**src/rtl/pwm_shutdown_pkg.sv**
```systemverilog
package pwm_shutdown_pkg;

  // register byte offsets on the apb slave
  localparam logic [7:0] OFS_AUTO_SHUTDOWN = 8'h00;
  localparam logic [7:0] OFS_RESTART_DELAY = 8'h04;
  localparam logic [7:0] OFS_STEERING = 8'h08;
  localparam logic [7:0] OFS_CCP_CONTROL = 8'h0c;
  localparam logic [7:0] OFS_CMP_SYNC = 8'h10;
  localparam logic [7:0] OFS_IRQ_STATUS = 8'h14;
  localparam logic [7:0] OFS_IRQ_MASK = 8'h18;

  // auto_shutdown_control fields
  localparam int FLAG_BIT = 7;
  localparam int SRC_LSB = 4;
  localparam int AC_STATE_LSB = 2;
  localparam int BD_STATE_LSB = 0;

  // pwm_restart_delay_control fields
  localparam int RESTART_BIT = 7;
  localparam int DELAY_WIDTH = 7;

  // pwm_steering_control fields
  localparam int STEER_SYNC_BIT = 4;

  // ccp control fields: output_config in 7:6, ccp_mode_select in 3:0
  localparam int CONFIG_LSB = 6;
  localparam logic [1:0] PWM_MODE_CODE = 2'b11;
  localparam logic [1:0] CFG_SINGLE = 2'b00;
  localparam logic [1:0] CFG_FULL_FWD = 2'b01;
  localparam logic [1:0] CFG_HALF = 2'b10;
  localparam logic [1:0] CFG_FULL_REV = 2'b11;

  // shutdown source codes
  localparam logic [2:0] SRC_OFF = 3'h0;
  localparam logic [2:0] SRC_C1 = 3'h1;
  localparam logic [2:0] SRC_C2 = 3'h2;
  localparam logic [2:0] SRC_C1_C2 = 3'h3;
  localparam logic [2:0] SRC_FLT = 3'h4;
  localparam logic [2:0] SRC_FLT_C1 = 3'h5;
  localparam logic [2:0] SRC_FLT_C2 = 3'h6;
  localparam logic [2:0] SRC_FLT_C1_C2 = 3'h7;

  // interrupt status bits
  localparam int IRQ_SHUTDOWN_BIT = 0;
  localparam int IRQ_RESTART_BIT = 1;

  // reset values
  localparam logic [7:0] AUTO_SHUTDOWN_RST = 8'h00;
  localparam logic [7:0] RESTART_DELAY_RST = 8'h00;
  localparam logic [4:0] STEERING_RST = 5'h01;
  localparam logic [7:0] CCP_CONTROL_RST = 8'h00;
  localparam logic [1:0] CMP_SYNC_RST = 2'h0;
  localparam logic [1:0] IRQ_RST = 2'h0;

endpackage

```
**src/rtl/pwm_shutdown_steering.sv**
```systemverilog
// Summary of operation
// - auto restart: flag self-clears when event ends
// - no auto restart: software clears flag first
// - source code 000 disables auto-shutdown
// - codes 001-011 select comparator high levels
// - code 100 fault low; 101-111 add comparators
// - a/c pins take their pair shutdown state
// - b/d pins take their pair shutdown state
// - comparator sync bits resample on timer1 tick
// - active-going edge delayed by seven-bit count
// - steering updates per period or per cycle
// - steer bits route polarised pwm to pins
// - steering only in pwm single-output mode
// - full-bridge pair polarities set independently
// - half-bridge drives complementary a/b pair
module pwm_shutdown_steering (
  // clock and reset
  input wire logic core_clk,
  input wire logic resetn,
  // apb slave
  input wire logic [7:0] paddr,
  input wire logic psel,
  input wire logic penable,
  input wire logic pwrite,
  input wire logic [31:0] pwdata,
  output logic [31:0] prdata,
  output logic pready,
  output logic pslverr,
  // base pwm unit, same clock
  input wire logic pwm_raw,
  input wire logic period_start,
  input wire logic timer1_tick,
  // asynchronous pins
  input wire logic comparator1_out,
  input wire logic comparator2_out,
  input wire logic fault_input,
  // pwm pins, output enable high while driven
  output logic pwm_out_a,
  output logic pwm_out_b,
  output logic pwm_out_c,
  output logic pwm_out_d,
  output logic pwm_oe_a,
  output logic pwm_oe_b,
  output logic pwm_oe_c,
  output logic pwm_oe_d,
  // interrupt
  output logic irq
);
  import pwm_shutdown_pkg::*;

  // software registers
  logic [6:0] asd_ctl; // source and pair states, flag held apart
  logic shutdown_event_flag; // hardware set, software or hardware clear
  logic [7:0] delay_ctl; // restart enable and delay count
  logic [4:0] steer_ctl; // steering sync and enables as written
  logic [7:0] ccp_ctl; // output_config and ccp_mode_select
  logic [1:0] cmp_sync; // comparator1_sync, comparator2_sync
  logic [1:0] irq_status; // sticky events
  logic [1:0] irq_mask; // interrupt enables

  // pin synchronisers, first stage read only by second
  logic [2:0] pin_meta;
  logic [2:0] pin_sync;

  // internal state
  logic c1_held; // comparator 1 sampled on timer1 tick
  logic c2_held; // comparator 2 sampled on timer1 tick
  logic shutdown_active; // outputs forced to shutdown states
  logic [3:0] steer_live; // steering enables in effect
  logic [6:0] rise_cnt; // active edge delay counter, a side
  logic [6:0] fall_cnt; // active edge delay counter, complementary side
  logic pwm_del; // delayed pwm waveform
  logic pwm_cdel; // delayed complementary waveform

  // field aliases
  // the flag is held apart from asd_ctl so hardware and software can both move it
  wire [2:0] shutdown_source_select = asd_ctl[SRC_LSB +: 3];
  wire [1:0] ac_pair_shutdown_state = asd_ctl[AC_STATE_LSB +: 2];
  wire [1:0] bd_pair_shutdown_state = asd_ctl[BD_STATE_LSB +: 2];
  wire auto_restart_enable = delay_ctl[RESTART_BIT];
  wire [6:0] active_edge_delay_count = delay_ctl[DELAY_WIDTH-1:0];
  wire steering_sync = steer_ctl[STEER_SYNC_BIT];
  wire [3:0] ccp_mode_select = ccp_ctl[3:0];
  wire [1:0] output_config = ccp_ctl[CONFIG_LSB +: 2];
  wire comparator1_sync = cmp_sync[0];
  wire comparator2_sync = cmp_sync[1];

  // shutdown cause decode; fault pin is active low
  function automatic logic shutdown_cause(input logic [2:0] sel, input logic c1,
                                          input logic c2, input logic flt_n);
    case (sel)
      SRC_OFF: shutdown_cause = 1'b0;
      SRC_C1: shutdown_cause = c1;
      SRC_C2: shutdown_cause = c2;
      SRC_C1_C2: shutdown_cause = c1 | c2;
      SRC_FLT: shutdown_cause = ~flt_n;
      SRC_FLT_C1: shutdown_cause = ~flt_n | c1;
      SRC_FLT_C2: shutdown_cause = ~flt_n | c2;
      SRC_FLT_C1_C2: shutdown_cause = ~flt_n | c1 | c2;
      default: shutdown_cause = 1'b0;
    endcase
  endfunction

  // shutdown pin state: bit 1 floats the pin, bit 0 is the level
  function automatic logic [1:0] shutdown_drive(input logic [1:0] state);
    shutdown_drive = {~state[1], state[0]}; // {oe, level}
  endfunction

  // apb decode
  // reads are captured in setup, so only writes need the access strobe
  wire apb_setup = psel & ~penable;
  wire apb_done = psel & penable & pready;
  wire wr_en = apb_done & pwrite;
  wire hit_asd = paddr == OFS_AUTO_SHUTDOWN;
  wire hit_delay = paddr == OFS_RESTART_DELAY;
  wire hit_steer = paddr == OFS_STEERING;
  wire hit_ccp = paddr == OFS_CCP_CONTROL;
  wire hit_sync = paddr == OFS_CMP_SYNC;
  wire hit_stat = paddr == OFS_IRQ_STATUS;
  wire hit_mask = paddr == OFS_IRQ_MASK;
  wire addr_ok = hit_asd | hit_delay | hit_steer | hit_ccp | hit_sync | hit_stat | hit_mask;
  wire wr_asd = wr_en & hit_asd;

  // read mux, unused upper bits read as zero
  wire [7:0] rd_byte =
    hit_asd ? {shutdown_event_flag, asd_ctl} :
    hit_delay ? delay_ctl :
    hit_steer ? {3'b000, steer_ctl} :
    hit_ccp ? ccp_ctl :
    hit_sync ? {6'b00_0000, cmp_sync} :
    hit_stat ? {6'b00_0000, irq_status} :
    hit_mask ? {6'b00_0000, irq_mask} : 8'h00;

  // apb answer: one wait-free access phase, data registered in setup
  always_ff @(posedge core_clk or negedge resetn) begin
    if (!resetn) begin
      pready <= 1'b0;
      pslverr <= 1'b0;
      prdata <= 32'h0000_0000;
    end else begin
      pready <= apb_setup;
      pslverr <= apb_setup & ~addr_ok;
      prdata <= apb_setup ? {24'h00_0000, rd_byte} : 32'h0000_0000;
    end
  end

  // plain control registers
  always_ff @(posedge core_clk or negedge resetn) begin
    if (!resetn) begin
      asd_ctl <= AUTO_SHUTDOWN_RST[6:0];
      delay_ctl <= RESTART_DELAY_RST;
      steer_ctl <= STEERING_RST;
      ccp_ctl <= CCP_CONTROL_RST;
      cmp_sync <= CMP_SYNC_RST;
      irq_mask <= IRQ_RST;
    end else begin
      if (wr_asd) asd_ctl <= pwdata[6:0];
      if (wr_en & hit_delay) delay_ctl <= pwdata[7:0];
      if (wr_en & hit_steer) steer_ctl <= pwdata[4:0];
      if (wr_en & hit_ccp) ccp_ctl <= pwdata[7:0];
      if (wr_en & hit_sync) cmp_sync <= pwdata[1:0];
      if (wr_en & hit_mask) irq_mask <= pwdata[1:0];
    end
  end

  // two-flop synchronisers for comparator and fault pins
  // the fault stages reset high so no false fault follows reset
  always_ff @(posedge core_clk or negedge resetn) begin
    if (!resetn) begin
      pin_meta <= 3'b100; // fault pin idles high
      pin_sync <= 3'b100;
    end else begin
      pin_meta <= {fault_input, comparator2_out, comparator1_out};
      pin_sync <= pin_meta;
    end
  end

  always_ff @(posedge core_clk or negedge resetn) begin
    if (!resetn) begin
      c1_held <= 1'b0;
      c2_held <= 1'b0;
    end else if (timer1_tick) begin
      c1_held <= pin_sync[0];
      c2_held <= pin_sync[1];
    end
  end

  // synchronised comparators take the timer1 copy
  wire c1_eff = comparator1_sync ? c1_held : pin_sync[0];
  wire c2_eff = comparator2_sync ? c2_held : pin_sync[1];
  wire pwm_mode = ccp_mode_select[3:2] == PWM_MODE_CODE;
  wire cause = pwm_mode & shutdown_cause(shutdown_source_select, c1_eff, c2_eff, pin_sync[2]);

  // flag: a live cause always wins over any clear
  // with auto restart off, a software write of one forces shutdown with no source
  logic next_flag;
  always_comb begin
    next_flag = shutdown_event_flag;
    if (cause) begin
      next_flag = 1'b1;
    end else if (auto_restart_enable) begin
      // hardware clears once event is gone
      next_flag = 1'b0;
    end else if (wr_asd) begin
      next_flag = pwdata[FLAG_BIT];
    end
  end

  // flag and shutdown hold; restart waits for a period start
  always_ff @(posedge core_clk or negedge resetn) begin
    if (!resetn) begin
      shutdown_event_flag <= 1'b0;
      shutdown_active <= 1'b0;
    end else begin
      shutdown_event_flag <= next_flag;
      shutdown_active <= next_flag | (shutdown_active & ~period_start);
    end
  end

  // steering enables take effect per period or per cycle
  // steer_live resets like the register, so no pin glitch after reset
  wire steer_load = ~steering_sync | period_start;
  always_ff @(posedge core_clk or negedge resetn) begin
    if (!resetn) begin
      steer_live <= STEERING_RST[3:0];
    end else if (steer_load) begin
      steer_live <= steer_ctl[3:0];
    end
  end

  // delay active-going edges; inactive edges pass at once
  // each counter parks once its edge has gone active, so it cannot wrap
  always_ff @(posedge core_clk or negedge resetn) begin
    if (!resetn) begin
      rise_cnt <= 7'h00;
      fall_cnt <= 7'h00;
      pwm_del <= 1'b0;
      pwm_cdel <= 1'b0;
    end else begin
      if (!pwm_raw) begin
        rise_cnt <= 7'h00;
        pwm_del <= 1'b0;
      end else if (!pwm_del) begin
        pwm_del <= rise_cnt == active_edge_delay_count;
        rise_cnt <= rise_cnt + 7'h01;
      end
      // complementary side gets the same dead band
      if (pwm_raw) begin
        fall_cnt <= 7'h00;
        pwm_cdel <= 1'b0;
      end else if (!pwm_cdel) begin
        pwm_cdel <= fall_cnt == active_edge_delay_count;
        fall_cnt <= fall_cnt + 7'h01;
      end
    end
  end

  // pair polarities: bit 1 for a/c, bit 0 for b/d
  wire inv_ac = ccp_mode_select[1];
  wire inv_bd = ccp_mode_select[0];

  // active-level waveform and ownership per pin, by output_config
  // only the single-output case looks at the steering enables
  logic [3:0] act; // {d,c,b,a}, 1 means active
  logic [3:0] own; // pins the block drives
  always_comb begin
    act = 4'h0;
    own = 4'h0;
    if (pwm_mode) begin
      case (output_config)
        CFG_SINGLE: begin
          // steered waveform, other pins back to port use
          act = {4{pwm_del}};
          own = steer_live;
        end
        CFG_FULL_FWD: begin
          act = {pwm_del, 1'b0, 1'b0, 1'b1};
          own = 4'hf;
        end
        CFG_HALF: begin
          // a and b complementary, c and d port pins
          act = {1'b0, 1'b0, pwm_cdel, pwm_del};
          own = 4'h3;
        end
        CFG_FULL_REV: begin
          act = {1'b0, 1'b1, pwm_del, 1'b0};
          own = 4'hf;
        end
        default: begin
          act = 4'h0;
          own = 4'h0;
        end
      endcase
    end
  end

  // shutdown drive per pair
  // a floated pin is shown by a low enable; no high impedance inside
  wire [1:0] ac_sd = shutdown_drive(ac_pair_shutdown_state);
  wire [1:0] bd_sd = shutdown_drive(bd_pair_shutdown_state);
  wire [3:0] lvl_run = act ^ {inv_bd, inv_ac, inv_bd, inv_ac};
  wire [3:0] lvl_sd = {bd_sd[0], ac_sd[0], bd_sd[0], ac_sd[0]};
  wire [3:0] oe_sd = {bd_sd[1], ac_sd[1], bd_sd[1], ac_sd[1]};
  wire [3:0] next_lvl = shutdown_active ? lvl_sd : lvl_run;
  wire [3:0] next_oe = own & (shutdown_active ? oe_sd : 4'hf);

  // pin registers
  // levels are gated by the enable, so a released pin reads low
  always_ff @(posedge core_clk or negedge resetn) begin
    if (!resetn) begin
      {pwm_out_d, pwm_out_c, pwm_out_b, pwm_out_a} <= 4'h0;
      {pwm_oe_d, pwm_oe_c, pwm_oe_b, pwm_oe_a} <= 4'h0;
    end else begin
      {pwm_out_d, pwm_out_c, pwm_out_b, pwm_out_a} <= next_lvl & next_oe;
      {pwm_oe_d, pwm_oe_c, pwm_oe_b, pwm_oe_a} <= next_oe;
    end
  end

  // interrupt events: flag rising, shutdown released
  // irq is taken from next_status so it moves with the status flop
  wire ev_shutdown = next_flag & ~shutdown_event_flag;
  wire ev_restart = shutdown_active & ~next_flag & period_start;
  wire [1:0] ev = {ev_restart, ev_shutdown};
  wire [1:0] w1c = (wr_en & hit_stat) ? pwdata[1:0] : 2'b00;
  // new events win over a write-one clear
  wire [1:0] next_status = ev | (irq_status & ~w1c);

  always_ff @(posedge core_clk or negedge resetn) begin
    if (!resetn) begin
      irq_status <= IRQ_RST;
      irq <= 1'b0;
    end else begin
      irq_status <= next_status;
      irq <= |(next_status & irq_mask);
    end
  end

endmodule

```
**config.mk**
```make
export PLATFORM = sky130hd
export DESIGN_NAME = pwm_shutdown_steering
export DESIGN_NICKNAME = d
export VERILOG_FILES = /design/src/rtl/pwm_shutdown_pkg.sv /design/src/rtl/pwm_shutdown_steering.sv
export SDC_FILE = /design/constraint.sdc
export NUM_CORES = 1
export LEC_CHECK = 0
export ABC_AREA = 1
export ABC_CLOCK_PERIOD_IN_PS = 1750
export BUFFER_PORTS_ARGS = -buffer_cell sky130_fd_sc_hd__buf_2
export CORE_UTILIZATION = 56
export CTS_BUF_LIST = sky130_fd_sc_hd__clkbuf_8
export CTS_CLUSTER_SIZE = 20
export DETAILED_ROUTE_END_ITERATION = 8
export HOLD_SLACK_MARGIN = 0.15
export PLACE_DENSITY = 0.86
export RECOVER_POWER = 100
export SLEW_MARGIN = 20
export SYNTH_ARGS = -nofsm -noshare
export SYNTH_HDL_FRONTEND = slang
export SYNTH_SLANG_ARGS = --single-unit
```
**constraint.sdc**
```tcl
create_clock -name core_clk -period 1.75 [get_ports core_clk]
set_clock_uncertainty 0.2 [all_clocks]
set_input_delay 0.35 -clock core_clk [delete_from_list [all_inputs] [get_ports core_clk]]
set_output_delay 0.35 -clock core_clk [all_outputs]
set_load 0.1 [all_outputs]
```
Word level (Yosys, flattened, before mapping)
Index checks and enable logic that the tools add are counted.
- flip-flop bits (word level): 83
- bits of input ports: 51
- output and inout bits: 43
- logic and storage cells: 132
- $add $sub $neg: 2
- eq/ne operators: 21
- muxes and demuxes: 29
- bitwise logic cells: 45
- reduce and logical (&&, ||, !) cells: 5
- operators with widths (operator ; number):
    2-to-1 mux 8 bit ; 5
    2-to-1 mux 7 bit ; 4
    equality test 8 x 5 -> 1 bit, second input constant ; 3
    bitwise AND 1 bit ; 17
    equality test 8 x 4 -> 1 bit, second input constant ; 2
    2-to-1 mux 4 bit ; 4
    case mux 4 bit (4 select lines) ; 1
    adder 7 x 1 -> 7 bit, second input constant ; 2
    equality test 7 bit ; 2
    equality test 3 bit, second input constant ; 4
    OR 1 bit ; 12
    case mux 4 bit (3 select lines) ; 1
    2-to-1 mux 1 bit ; 9
    NOT 1 bit ; 9
    bitwise AND 4 bit ; 2
    equality test 8 x 3 -> 1 bit, second input constant ; 1
    logical NOT 8 bit ; 1
    2-to-1 mux 2 bit ; 4
    case mux 1 bit (8 select lines) ; 1
    equality test 2 bit, second input constant ; 3
    equality test 3 x 2 -> 1 bit, second input constant ; 2
    bitwise AND 2 bit ; 2
    inequality test 2 bit, second input constant ; 2
    OR reduction 2 bit ; 2
    7 further kinds ; 7

Logic depth before layout (Yosys ltp)
Gate-level depths: netlist of run 1.
- word-level depth: 13
- depth in mapped cells: 11
- gate-level depth less buffers: 11

Worst setup path before layout of run 1
OpenSTA, ideal clock, no wires.
- path kind: reg2reg
- from: reg pready
- to: reg irq
- setup time: 0.116 ns
- data arrival time: 1.831 ns
- data required time: 1.434 ns
- setup slack: -0.397 ns
- cell stages (with the launch flop): 10
- cell sequence: dfrtp_1 > nand2_1 > nor2_4 > nand3_1 > nand3_2 > nand2_2 > nand2_1 > nand2_1 > nand2_1 > nand2_1
- elaborated cells between the ends (all ways): 17
- RTL lines (element ; line ; RTL):
    start: declaration ; pwm_shutdown_steering.sv:27 ; output logic pready,
    start signal: assignment ; pwm_shutdown_steering.sv:141 ; pready <= apb_setup;
    bitwise AND 1 bit ; pwm_shutdown_steering.sv:112 ; wire apb_done = psel & penable & pready;
    bitwise AND 1 bit ; pwm_shutdown_steering.sv:113 ; wire wr_en = apb_done & pwrite;
    bitwise AND 1 bit ; pwm_shutdown_steering.sv:122 ; wire wr_asd = wr_en & hit_asd;
    2-to-1 mux 1 bit ; pwm_shutdown_steering.sv:204 ; end else if (wr_asd) begin
    2-to-1 mux 1 bit ; pwm_shutdown_steering.sv:201 ; end else if (auto_restart_enable) begin
    2-to-1 mux 1 bit ; pwm_shutdown_steering.sv:199 ; if (cause) begin
    named net next_flag ; pwm_shutdown_steering.sv:196 ; logic next_flag;
    bitwise AND 1 bit ; pwm_shutdown_steering.sv:321 ; wire ev_shutdown = next_flag & ~shutdown_event_flag;
    OR 2 bit ; pwm_shutdown_steering.sv:326 ; wire [1:0] next_status = ev | (irq_status & ~w1c);
    named net next_status[0] ; pwm_shutdown_steering.sv:326 ;
    bitwise AND 2 bit ; pwm_shutdown_steering.sv:334 ; irq <= |(next_status & irq_mask);
    OR reduction 2 bit ; pwm_shutdown_steering.sv:334 ;
    end signal: assignment ; pwm_shutdown_steering.sv:334 ;
    end: declaration ; pwm_shutdown_steering.sv:47 ; output logic irq
The timed path passes the listed nets, and every way through them passes these cells.
A chain may end at the register's enable or synchronous reset.

Worst setup path in the final report of run 1
- from: reg prdata[1]
- to: out prdata[1]
- RTL lines (element ; line ; RTL):
    start: declaration ; pwm_shutdown_steering.sv:26 ; output logic [31:0] prdata,
    start signal: assignment ; pwm_shutdown_steering.sv:143 ; prdata <= apb_setup ? {24'h00_0000, rd_byte} : 32'h0000_0000;
No word-level cell between the ends.

==> run metrics, run 1 <==
dpl hpwl=6370 um; wire per inst=roughly 14 um; CP endpoint kind=primary output; Final ANT Viol Nets=0; first-iteration detailed-routing DRC count=roughly 190; slew of the pin with the lowest slew margin=~630 ps; vias post-DR=between 3000 and 4000; Peak Freq=a little under 600 MHz; die area=between 7000 and 8000 um^2; GRT Util Overall=26.3%; top-area cell type share of the netlist area=49.8%; router iterations before antenna repair=4; Main synth FF type=dfrtp_1; Slew Limit Fails=0; largest net degree at the start of global routing=31; Fillers=~560; most instantiated cells after synthesis=nand2_1 (98), dfrtp_1 (79), inv_1 (52); Syn Std Cell Area=between 3000 and 4000 um^2; relative slew slack=slightly below 60%; unrepaired setup endpoints after global routing=false; final count of negative-setup-slack endpoints=0; WP data required=between 1000 and 1500 ps; Period minus WS final=1700 ps; Max Cap Viol=0; core box area=between 6000 and 7000 um^2; grt met3 use=around 6.4%; Area growth syn-to-layout=17.4%; Routed WL=slightly below 9000 um; clk buf depth=2; critical path's largest stage delay=between 400 and 500 ps; count leader, synth=nand2_1; crit path cell chain=buf_2; final instance area=4660 um^2; num ports=94; Crit Path Max Fanout=1; Leakage=between 2 and 2.5 nW; post-synthesis cell count=451; part of the cycle the worst path needs=~97%; met2 Use GR=44.7%; Crit Path Class=reg2out; cell taking the most area after synthesis=dfrtp_1; Place WS=-64.1 ps; die width=86.2 um; grt met1 use=between 30% and 40%; clk root buf=clkbuf_8; H-tree Lvls=3; post-synthesis sequential area ratio=a little over half; Die Span Y=approximately 86 um; Final Hold Fails=0; total grt overflow=0; Synth Area per Inst=just under 9 um^2; clk_lat worst skew=approximately 360 ps; Num Clock Sinks=slightly above 80; Post-synth EDFFs=0; worst hold path type=reg2reg; crit path DAT=around 1200 ps; yosys warns=0; vias in the first global route=3288; GRT Max-Usage Layer=met2; Final GP Congestion=0.903; Initial Utilization=between 50% and 60%; Post-route DRC=0; share of layout cells above drive strength 1=between 10% and 20%; area post-placement=4330 um^2; Post-CTS Setup Bufs=0; status=completed; CTS clk-pin slew, worst paths=roughly 80 ps; worst setup margin=approximately 45 ps; first-pass GRT wire length=around 15000 um; Avg Vias per Cell=5.22; synthesized flop and latch total=83; critical path's top delay family=buffers and inverters; initial antenna violation count=0; post-synth cell types=34; Num CTS Buffers=9; power per cell area=about 860 nW/um^2; Worst setup SP type=register; largest cells by area after synthesis=dfrtp_1 (50%), nand2_1 (9.3%), inv_1 (4.9%); reg2reg setup slack=~120 ps; Crit-path slowest cell=buf_2; antenna cell count=0; Max VDD drop=about 0.55 mV; Rows=30; nets@finish=slightly below 600; CP bufs+invs=1; ys async rst share=100%; Port Buffers=between 40 and 50; total power=about 4.0 mW; CTS tree=done
[per-stage QoR]
step | std cells | TNS, ps | utilization [%] | hold WS [ps]
floorplan | 474 | 0 | - | -146
CTS | 635 | 0 | 68.8 | 157
finish | 635 | 0 | 68.2 | 159
global placement | 602 | 0 | 63.4 | 69.9
detailed placement | 602 | -144 | 63.4 | 72.9
global route | 635 | 0 | 68.2 | 163
[repair_timing]
action	CTS	global route
hold buffers	17	0
resized for setup	1	1
setup endpoints to repair	1	1
pin swaps	0	0
hold endpoints to repair	115	0
[area by class of cell]
| class | instances | area (um^2) | area share (%) |
|---|---|---|---|
| Sequential cell | 83 | 2090 | 44.8 |
| Multi-Input combinational cell | 309 | 1540 | 33.1 |
| Timing Repair Buffer | 78 | 514 | 11.0 |
| Inverter | 53 | 199 | 4.27 |
| Clock buffer | 12 | 165 | 3.54 |
| Tap cell | 96 | 120 | 2.58 |
| Clock inverter | 4 | 32.5 | 0.698 |
[layer usage]
metal,share of wire (%),routed length [um]
met3,3.9,342
met2,50,4380
met1,42,3680
met5,0,0
met4,3.4,296
[where the power goes]
| group | switching [mW] | internal, mW | total, mW |
|---|---|---|---|
| Combinational | 0.457 | 0.142 | 0.599 |
| Sequential | 0.0640 | 2.00 | 2.06 |
| Clock | 0.693 | 0.639 | 1.33 |
[layout by cell type (no fill, tap or decap), types with 3 or more instances in the layout]
cell type,instances
nor2_4,5
buf_2,28
dfrtp_1,78
conb_1,24
nand2_1,98
clkbuf_2,18
nor2_1,27
nor3_1,5
o21ai_0,49
nand3_1,17
or2_2,3
clkbuf_1,3
dfstp_2,4
o211ai_1,8
o21ai_1,5
xor2_1,12
a31oi_1,3
inv_1,53
dlygate4sd3_1,17
and3_1,4
a21oi_1,26
buf_4,10
nand4_1,6
nand2_2,4
clkbuf_8,12
[cells by family (layout without fill, tap and decap cells)]
logic type      Yosys count  after routing  share of synthesized area [%]
xor+xnor                 14             14                           3.09
buf+inv                  82            147                           10.3
fa+ha+maj                 2              2                          0.630
flops                    83             83                           52.4
compound gates           93             93                           12.5
mux                       2              2                          0.567
other cells               1             24                         0.0944
simple gates            174            174                           20.4
[flip-flops by register name, summed over array words and instances, names as in the netlist, 2 cells and up]
| signal | cells |
|---|---|
| pin_sync | 3 |
| steer_live | 4 |
| irq_mask | 2 |
| rise_cnt | 7 |
| pin_meta | 3 |
| steer_ctl | 5 |
| ccp_ctl | 8 |
| asd_ctl | 7 |
| fall_cnt | 7 |
| irq_status | 2 |
| cmp_sync | 2 |
| prdata | 8 |
| delay_ctl | 8 |
[final timing paths]
| check | start | to | depth (start not counted) |
|---|---|---|---|
| min in group asynchronous | resetn | fall_cnt[6]$_DFFE_PN0P_ | 2 |
| max reg2reg | pready$_DFF_PN0_ | irq$_DFF_PN0_ | 9 |
| min | pin_meta[0]$_DFF_PN0_ | pin_sync[0]$_DFF_PN0_ | 0 |
| max in group asynchronous | resetn | steer_ctl[0]$_DFFE_PN1P_ | 3 |
| max | prdata[1]$_DFF_PN0_ | prdata[1] | 1 |
| min reg2reg | pin_meta[0]$_DFF_PN0_ | pin_sync[0]$_DFF_PN0_ | 0 |
No activity file was read; power rests on OpenSTA's default activity.
==> run 2, diff against run 1 <==
Settings changed: BUFFER_PORTS_ARGS -buffer_cell sky130_fd_sc_hd__buf_2 to unset, CORE_UTILIZATION 56 to 61, DONT_BUFFER_PORTS set to 1, PLACE_DENSITY 0.86 to 0.77.
==> run 2 against run 1 <==
Effect of this change:
- the run now ends with negative hold slack left
- critical path depth grew 5
- via count shrank 3.9%
- sequential power hardly changed
- clock-buffer cell count unchanged
- register-to-register slack worse by 50 ps
- global-route usage is 2.2 points higher
- power increased by 8.8%
- non-clock buffer count fell by 29
- cell count down 7.6%
- first-iteration DRC count increased by 27%
- hold slack got worse by 670 ps
==> run metrics, run 2 (same netlist as run 1, synthesis figures left out) <==
Final GP Congestion=0.922 (+2.2%); Routed WL=8910 um (+2.5%); Area growth syn-to-layout=16.5%; crit path cell chain=dlygate4sd3_1 > nor2_2 > nand2_1 > nor2_4 > nand2_1 > a31oi_1; Final ANT Viol Nets=0 (unchanged); total grt overflow=0 (unchanged); Max VDD drop=0.775 mV (+40%); Num CTS Buffers=9 (unchanged); cts hold-fix bufs=24 (+7); most common cell after layout, fill and taps aside=nand2_1; clk buf depth=2 (unchanged); WP data required=1810 ps (+610 ps); die area=6840 um^2 (-8.0%); most frequent cells in the layout=nand2_1 (98), dfrtp_1 (78), inv_1 (52); worst r2r src=pready$_DFF_PN0_; Crit-path slowest cell=dlygate4sd3_1; Worst setup SP type=input pin; first-iteration detailed-routing DRC count=237 (+27%); Post-route DRC=0 (unchanged); Rows=29 (-3.3%); worst-case hold slack=-510 ps (-669 ps); reg2reg setup slack=70 ps (-50 ps); core box area=6310 um^2 (-7.6%); CTS tree=done; die width=82.7 um (-4.1%); failing checks=negative hold slack; clk root buf=clkbuf_8; GRT Util Overall=28.6% (+2.2 points); largest net degree at the start of global routing=84 (+170%); H-tree Lvls=3 (unchanged); critical path's largest stage delay=600 ps (+170 ps); status=finished with violations; first-pass GRT wire length=14100 um (-4.8%); wire per inst=15.2 um (+11%); part of the cycle the worst path needs=99.0% (+1.5 points); unrepaired setup endpoints after global routing=true; Crit Path Class=in2reg; Fillers=470 (-16%); final count of negative-setup-slack endpoints=0 (unchanged); total power=4.35 mW (+8.8%); dpl hpwl=5920 um (-7.1%); initial antenna violation count=0 (unchanged); router iterations before antenna repair=5 (+1); vias post-DR=3186 (-3.9%); most used cell, CP=nand2_1; Initial Utilization=62.9% (+4.8 points); crit path DAT=1790 ps (+640 ps); Final Hold Fails=83 (+83); CP endpoint kind=register; nets@finish=558 (-4.9%); CTS clk-pin slew, worst paths=80 ps (about the same); power per cell area=939 nW/um^2 (+9.6%); clk_lat worst skew=340 ps (-20 ps); biggest regs=ccp_ctl (8), delay_ctl (8), prdata (8); Die Span Y=82.7 um (-4.1%); Slew Limit Fails=0 (unchanged); Num Clock Sinks=83 (unchanged); FF-to-FF End=asd_ctl[6]$_DFFE_PN0P_; CP bufs+invs=1 (unchanged); num ports=94 (unchanged); Max Cap Viol=0 (unchanged); Crit Path Max Fanout=6 (+5); vias in the first global route=2974 (-9.5%); worst setup margin=18.3 ps (-26.8 ps); worst hold path type=in2async; Place WS=58.2 ps (+122 ps); Leakage=2.37 nW (-1.5%); Period minus WS final=1730 ps (+26.8 ps); reg2reg path depth=6 (-3); Avg Vias per Cell=5.43 (+3.9%); Peak Freq=577 MHz (-1.6%); Port Buffers=0 (-100%); antenna cell count=0 (unchanged); share of layout cells above drive strength 1=14.1% (-3.9 points); critical path's top delay family=simple AND/OR/NAND/NOR gates
==> run 2: changes by cell type in the layout (fill, tap and decap cells not counted), sizes merged <==
cell,change
bufinv,+3
dlygate4sd3,+7
clkinvlp,-2
clkbuf,-14
inv,-1
buf,-22
==> run 2: how the worst max path moves through the flow <==
| stage | start | slack (ps) | depth (start not counted) | end |
|---|---|---|---|---|
| floorplan | pready$_DFF_PN0_ | 4 | 9 | irq$_DFF_PN0_ |
| global placement | paddr[1] | 160 | 6 | delay_ctl[3]$_DFFE_PN0P_ |
| detailed placement | ccp_ctl[7]$_DFFE_PN0P_ | 60 | 8 | pwm_out_b$_DFF_PN0_ |
| CTS | paddr[2] | 20 | 7 | steer_ctl[3]$_DFFE_PN0P_ |
| global route | paddr[5] | -20 | 9 | prdata[0]$_DFF_PN0_ |
| finish | paddr[2] | 20 | 6 | prdata[4]$_DFF_PN0_ |
==> run 2: power by group <==
part           switching [mW]  leakage, nW  total, mW  internal (mW)
Combinational           0.419         1.13      0.547          0.127
Sequential             0.0687         1.11       2.07           2.00
Clock                   0.669        0.133       1.73           1.06
==> run 2: through the flow <==
stage          TNS [ps]  utilization, %  cells  instance area (um^2)
2_1_floorplan         0               -    474                  4060
3_3_place_gp          0            65.2    545                  4120
3_5_place_dp          0            65.2    545                  4120
4_1_cts               0            73.2    585                  4620
5_1_grt           -38.4            73.3    587                  4630
6_report              0            73.3    587                  4630
==> run 2: area by class of cell <==
type / instances / area [um^2] / area share [%]
Tap cell: 77 / 96.3 / 2.08
Clock buffer: 12 / 165 / 3.57
Sequential cell: 83 / 2090 / 45.1
Timing Repair Buffer: 49 / 398 / 8.60
Clock inverter: 4 / 95.1 / 2.05
Multi-Input combinational cell: 309 / 1590 / 34.3
Inverter: 53 / 199 / 4.30
==> run 2: metal layers <==
metal | share of wire (%) | routed length [um] | GRT usage [%] | vias up
li1 | - | - | - | 1525
met1 | 42 | 3730 | 37.0 | 1516
met2 | 49 | 4360 | 46.6 | 125
met3 | 6.6 | 589 | 5.93 | 20
met4 | 2.6 | 235 | 11.9 | 0
met5 | 0 | 0 | 0 | -
==> run 2: timing repair <==
item,CTS,global route
setup endpoints to repair,0,14
buffers inserted,0,2
gates resized for setup,0,10
endpoints found under the hold margin,147,83
==> run 2: worst reg2reg max path: cells and delay by family, from the launching register on <==
family / cells / cell delay (ps)
flops: 1 / 410
simple gates: 4 / 580
compound gates: 1 / 110
buf+inv: 1 / 240
==> run 3, diff against run 2 <==
--- a/constraint.sdc
+++ b/constraint.sdc
@@ -3,3 +3,3 @@
 set_input_delay 0.35 -clock core_clk [delete_from_list [all_inputs] [get_ports core_clk]]
 set_output_delay 0.35 -clock core_clk [all_outputs]
-set_load 0.1 [all_outputs]
+set_load 0.05 [all_outputs]
==> run 3 against run 2 <==
Effect of this change:
- the run still ends with negative hold slack left
- maximum frequency up 3.9%
- first-iteration DRC count up 3.0%
- via count down 2.3%
- die area unchanged
- cell area down 4.4%
- largest power group unchanged
- highest routed layer unchanged
==> run metrics, run 3 (same netlist as run 1, synthesis figures left out) <==
status=finished with violations; failing checks=negative hold slack; clk root buf=clkbuf_8; router iterations before antenna repair=5 (unchanged); Area growth syn-to-layout=11.4%; Final Hold Fails=83 (unchanged); crit path DAT=1690 ps (-100 ps); FF-to-FF End=irq$_DFF_PN0_; Routed WL=8330 um (-6.6%); worst hold path type=in2async; share of layout cells above drive strength 1=9.22% (-4.9 points); clk_lat worst skew=350 ps (about the same); Slew Limit Fails=0 (unchanged); Die Span Y=82.7 um (unchanged); Rows=29 (unchanged); Leakage=2.21 nW (-6.8%); unrepaired setup endpoints after global routing=true; most frequent cells in the layout=nand2_1 (99), dfrtp_1 (78), inv_1 (53); dpl hpwl=5820 um (-1.6%); area post-placement=3970 um^2 (-3.5%); Port Buffers=0 (unchanged); Peak Freq=600 MHz (+3.9%); Final GP Congestion=0.878 (-4.9%); GRT Util Overall=27.3% (-1.2 points); initial antenna violation count=0 (unchanged); die area=6840 um^2 (unchanged); part of the cycle the worst path needs=95.2% (-3.7 points); Max VDD drop=0.574 mV (-26%); Worst setup SP type=input pin; worst r2r src=pready$_DFF_PN0_; total grt overflow=0 (unchanged); first-iteration detailed-routing DRC count=244 (+3.0%); num ports=94 (unchanged); final instance area=4420 um^2 (-4.4%); reg2reg setup slack=130 ps (+60 ps); CTS tree=done; Crit Path Max Fanout=4 (-2); Worst Setup SP=paddr[1]; Max Cap Viol=0 (unchanged); nets@finish=536 (-3.9%); Avg Vias per Cell=5.51 (+1.5%); Period minus WS final=1670 ps (-65.2 ps); biggest regs=ccp_ctl (8), delay_ctl (8), prdata (8); reg2reg path depth=9 (+3); antenna cell count=0 (unchanged); clk buf depth=2 (unchanged); WP data required=1770 ps (-40 ps); power per cell area=922 nW/um^2 (-1.8%); worst-case hold slack=-513 ps (-3.35 ps); total power=4.08 mW (-6.1%); Sum Neg Setup Slack=0 ps (unchanged); CTS clk-pin slew, worst paths=90 ps (about the same); Num Clock Sinks=83 (unchanged); most common cell after layout, fill and taps aside=nand2_1; Initial Utilization=62.9% (unchanged); core box area=6310 um^2 (unchanged); die width=82.7 um (unchanged); H-tree Lvls=3 (unchanged); wire per inst=14.7 um (-2.9%); Post-route DRC=0 (unchanged); CP endpoint kind=register; vias post-DR=3113 (-2.3%); first-pass GRT wire length=13500 um (-3.9%); final count of negative-setup-slack endpoints=0 (unchanged); Num CTS Buffers=9 (unchanged); vias in the first global route=2944 (-1.0%); Crit Path Class=in2reg; Final ANT Viol Nets=0 (unchanged); largest net degree at the start of global routing=84 (unchanged)
==> run 3: through the flow <==
| step | setup slack, ps | util [%] | instances |
|---|---|---|---|
| final | 83.5 | 70.1 | 565 |
| after global routing | -22.1 | 70.1 | 565 |
| after CTS | 38.3 | 69.7 | 561 |
| after detailed placement | 89.3 | 62.9 | 526 |
| after global placement | 132 | 62.9 | 526 |
| after floorplan | 111 | - | 474 |
==> run 3: layer usage <==
metal  GRT usage (%)  up-vias  routed length [um]
met5               0        -                   0
li1                -     1482                   -
met4            12.1        0                 211
met2            45.8      129                4140
met3            4.84       19                 561
met1            34.6     1483                3410
==> run 3: worst max-delay path by stage <==
stage,to,slack (ps),cells past startpoint
global placement,irq$_DFF_PN0_,130,10
floorplan,irq$_DFF_PN0_,110,9
global route,pslverr$_DFF_PN0_,-20,5
finish,pslverr$_DFF_PN0_,80,5
CTS,pslverr$_DFF_PN0_,40,4
detailed placement,irq$_DFF_PN0_,90,10
==> run 3: timing repair <==
| item | CTS | global route |
|---|---|---|
| resized for setup | 0 | 2 |
| hold buffers | 19 | 4 |
| endpoints found under the hold margin | 139 | 84 |
| setup buffers | 0 | 1 |
| setup endpoints to repair | 0 | 6 |
==> run 3: report_power, final <==
group	switching (mW)	leakage [nW]	total, mW	internal (mW)
Combinational	0.283	0.981	0.412	0.128
Sequential	0.0698	1.11	2.07	2.00
Clock	0.665	0.122	1.60	0.935
Total	1.02	2.21	4.08	3.06
==> run 3: cell type report <==
type                    instances  area, um^2
fillers                       468        1890
clock buffers                   9         124
inverters                      53         199
flip-flops and latches         83        2080
repair buffers                 27         255
multi-input cells             309        1560
clock inverters                 7         110
well taps                      77        96.3
==> run 3: critical path, cell delays in order <==
cell and delay, ps:
nor2_1 250, inv_1 110, dlygate4sd3_1 570, a311oi_1 310
nor2_1 90
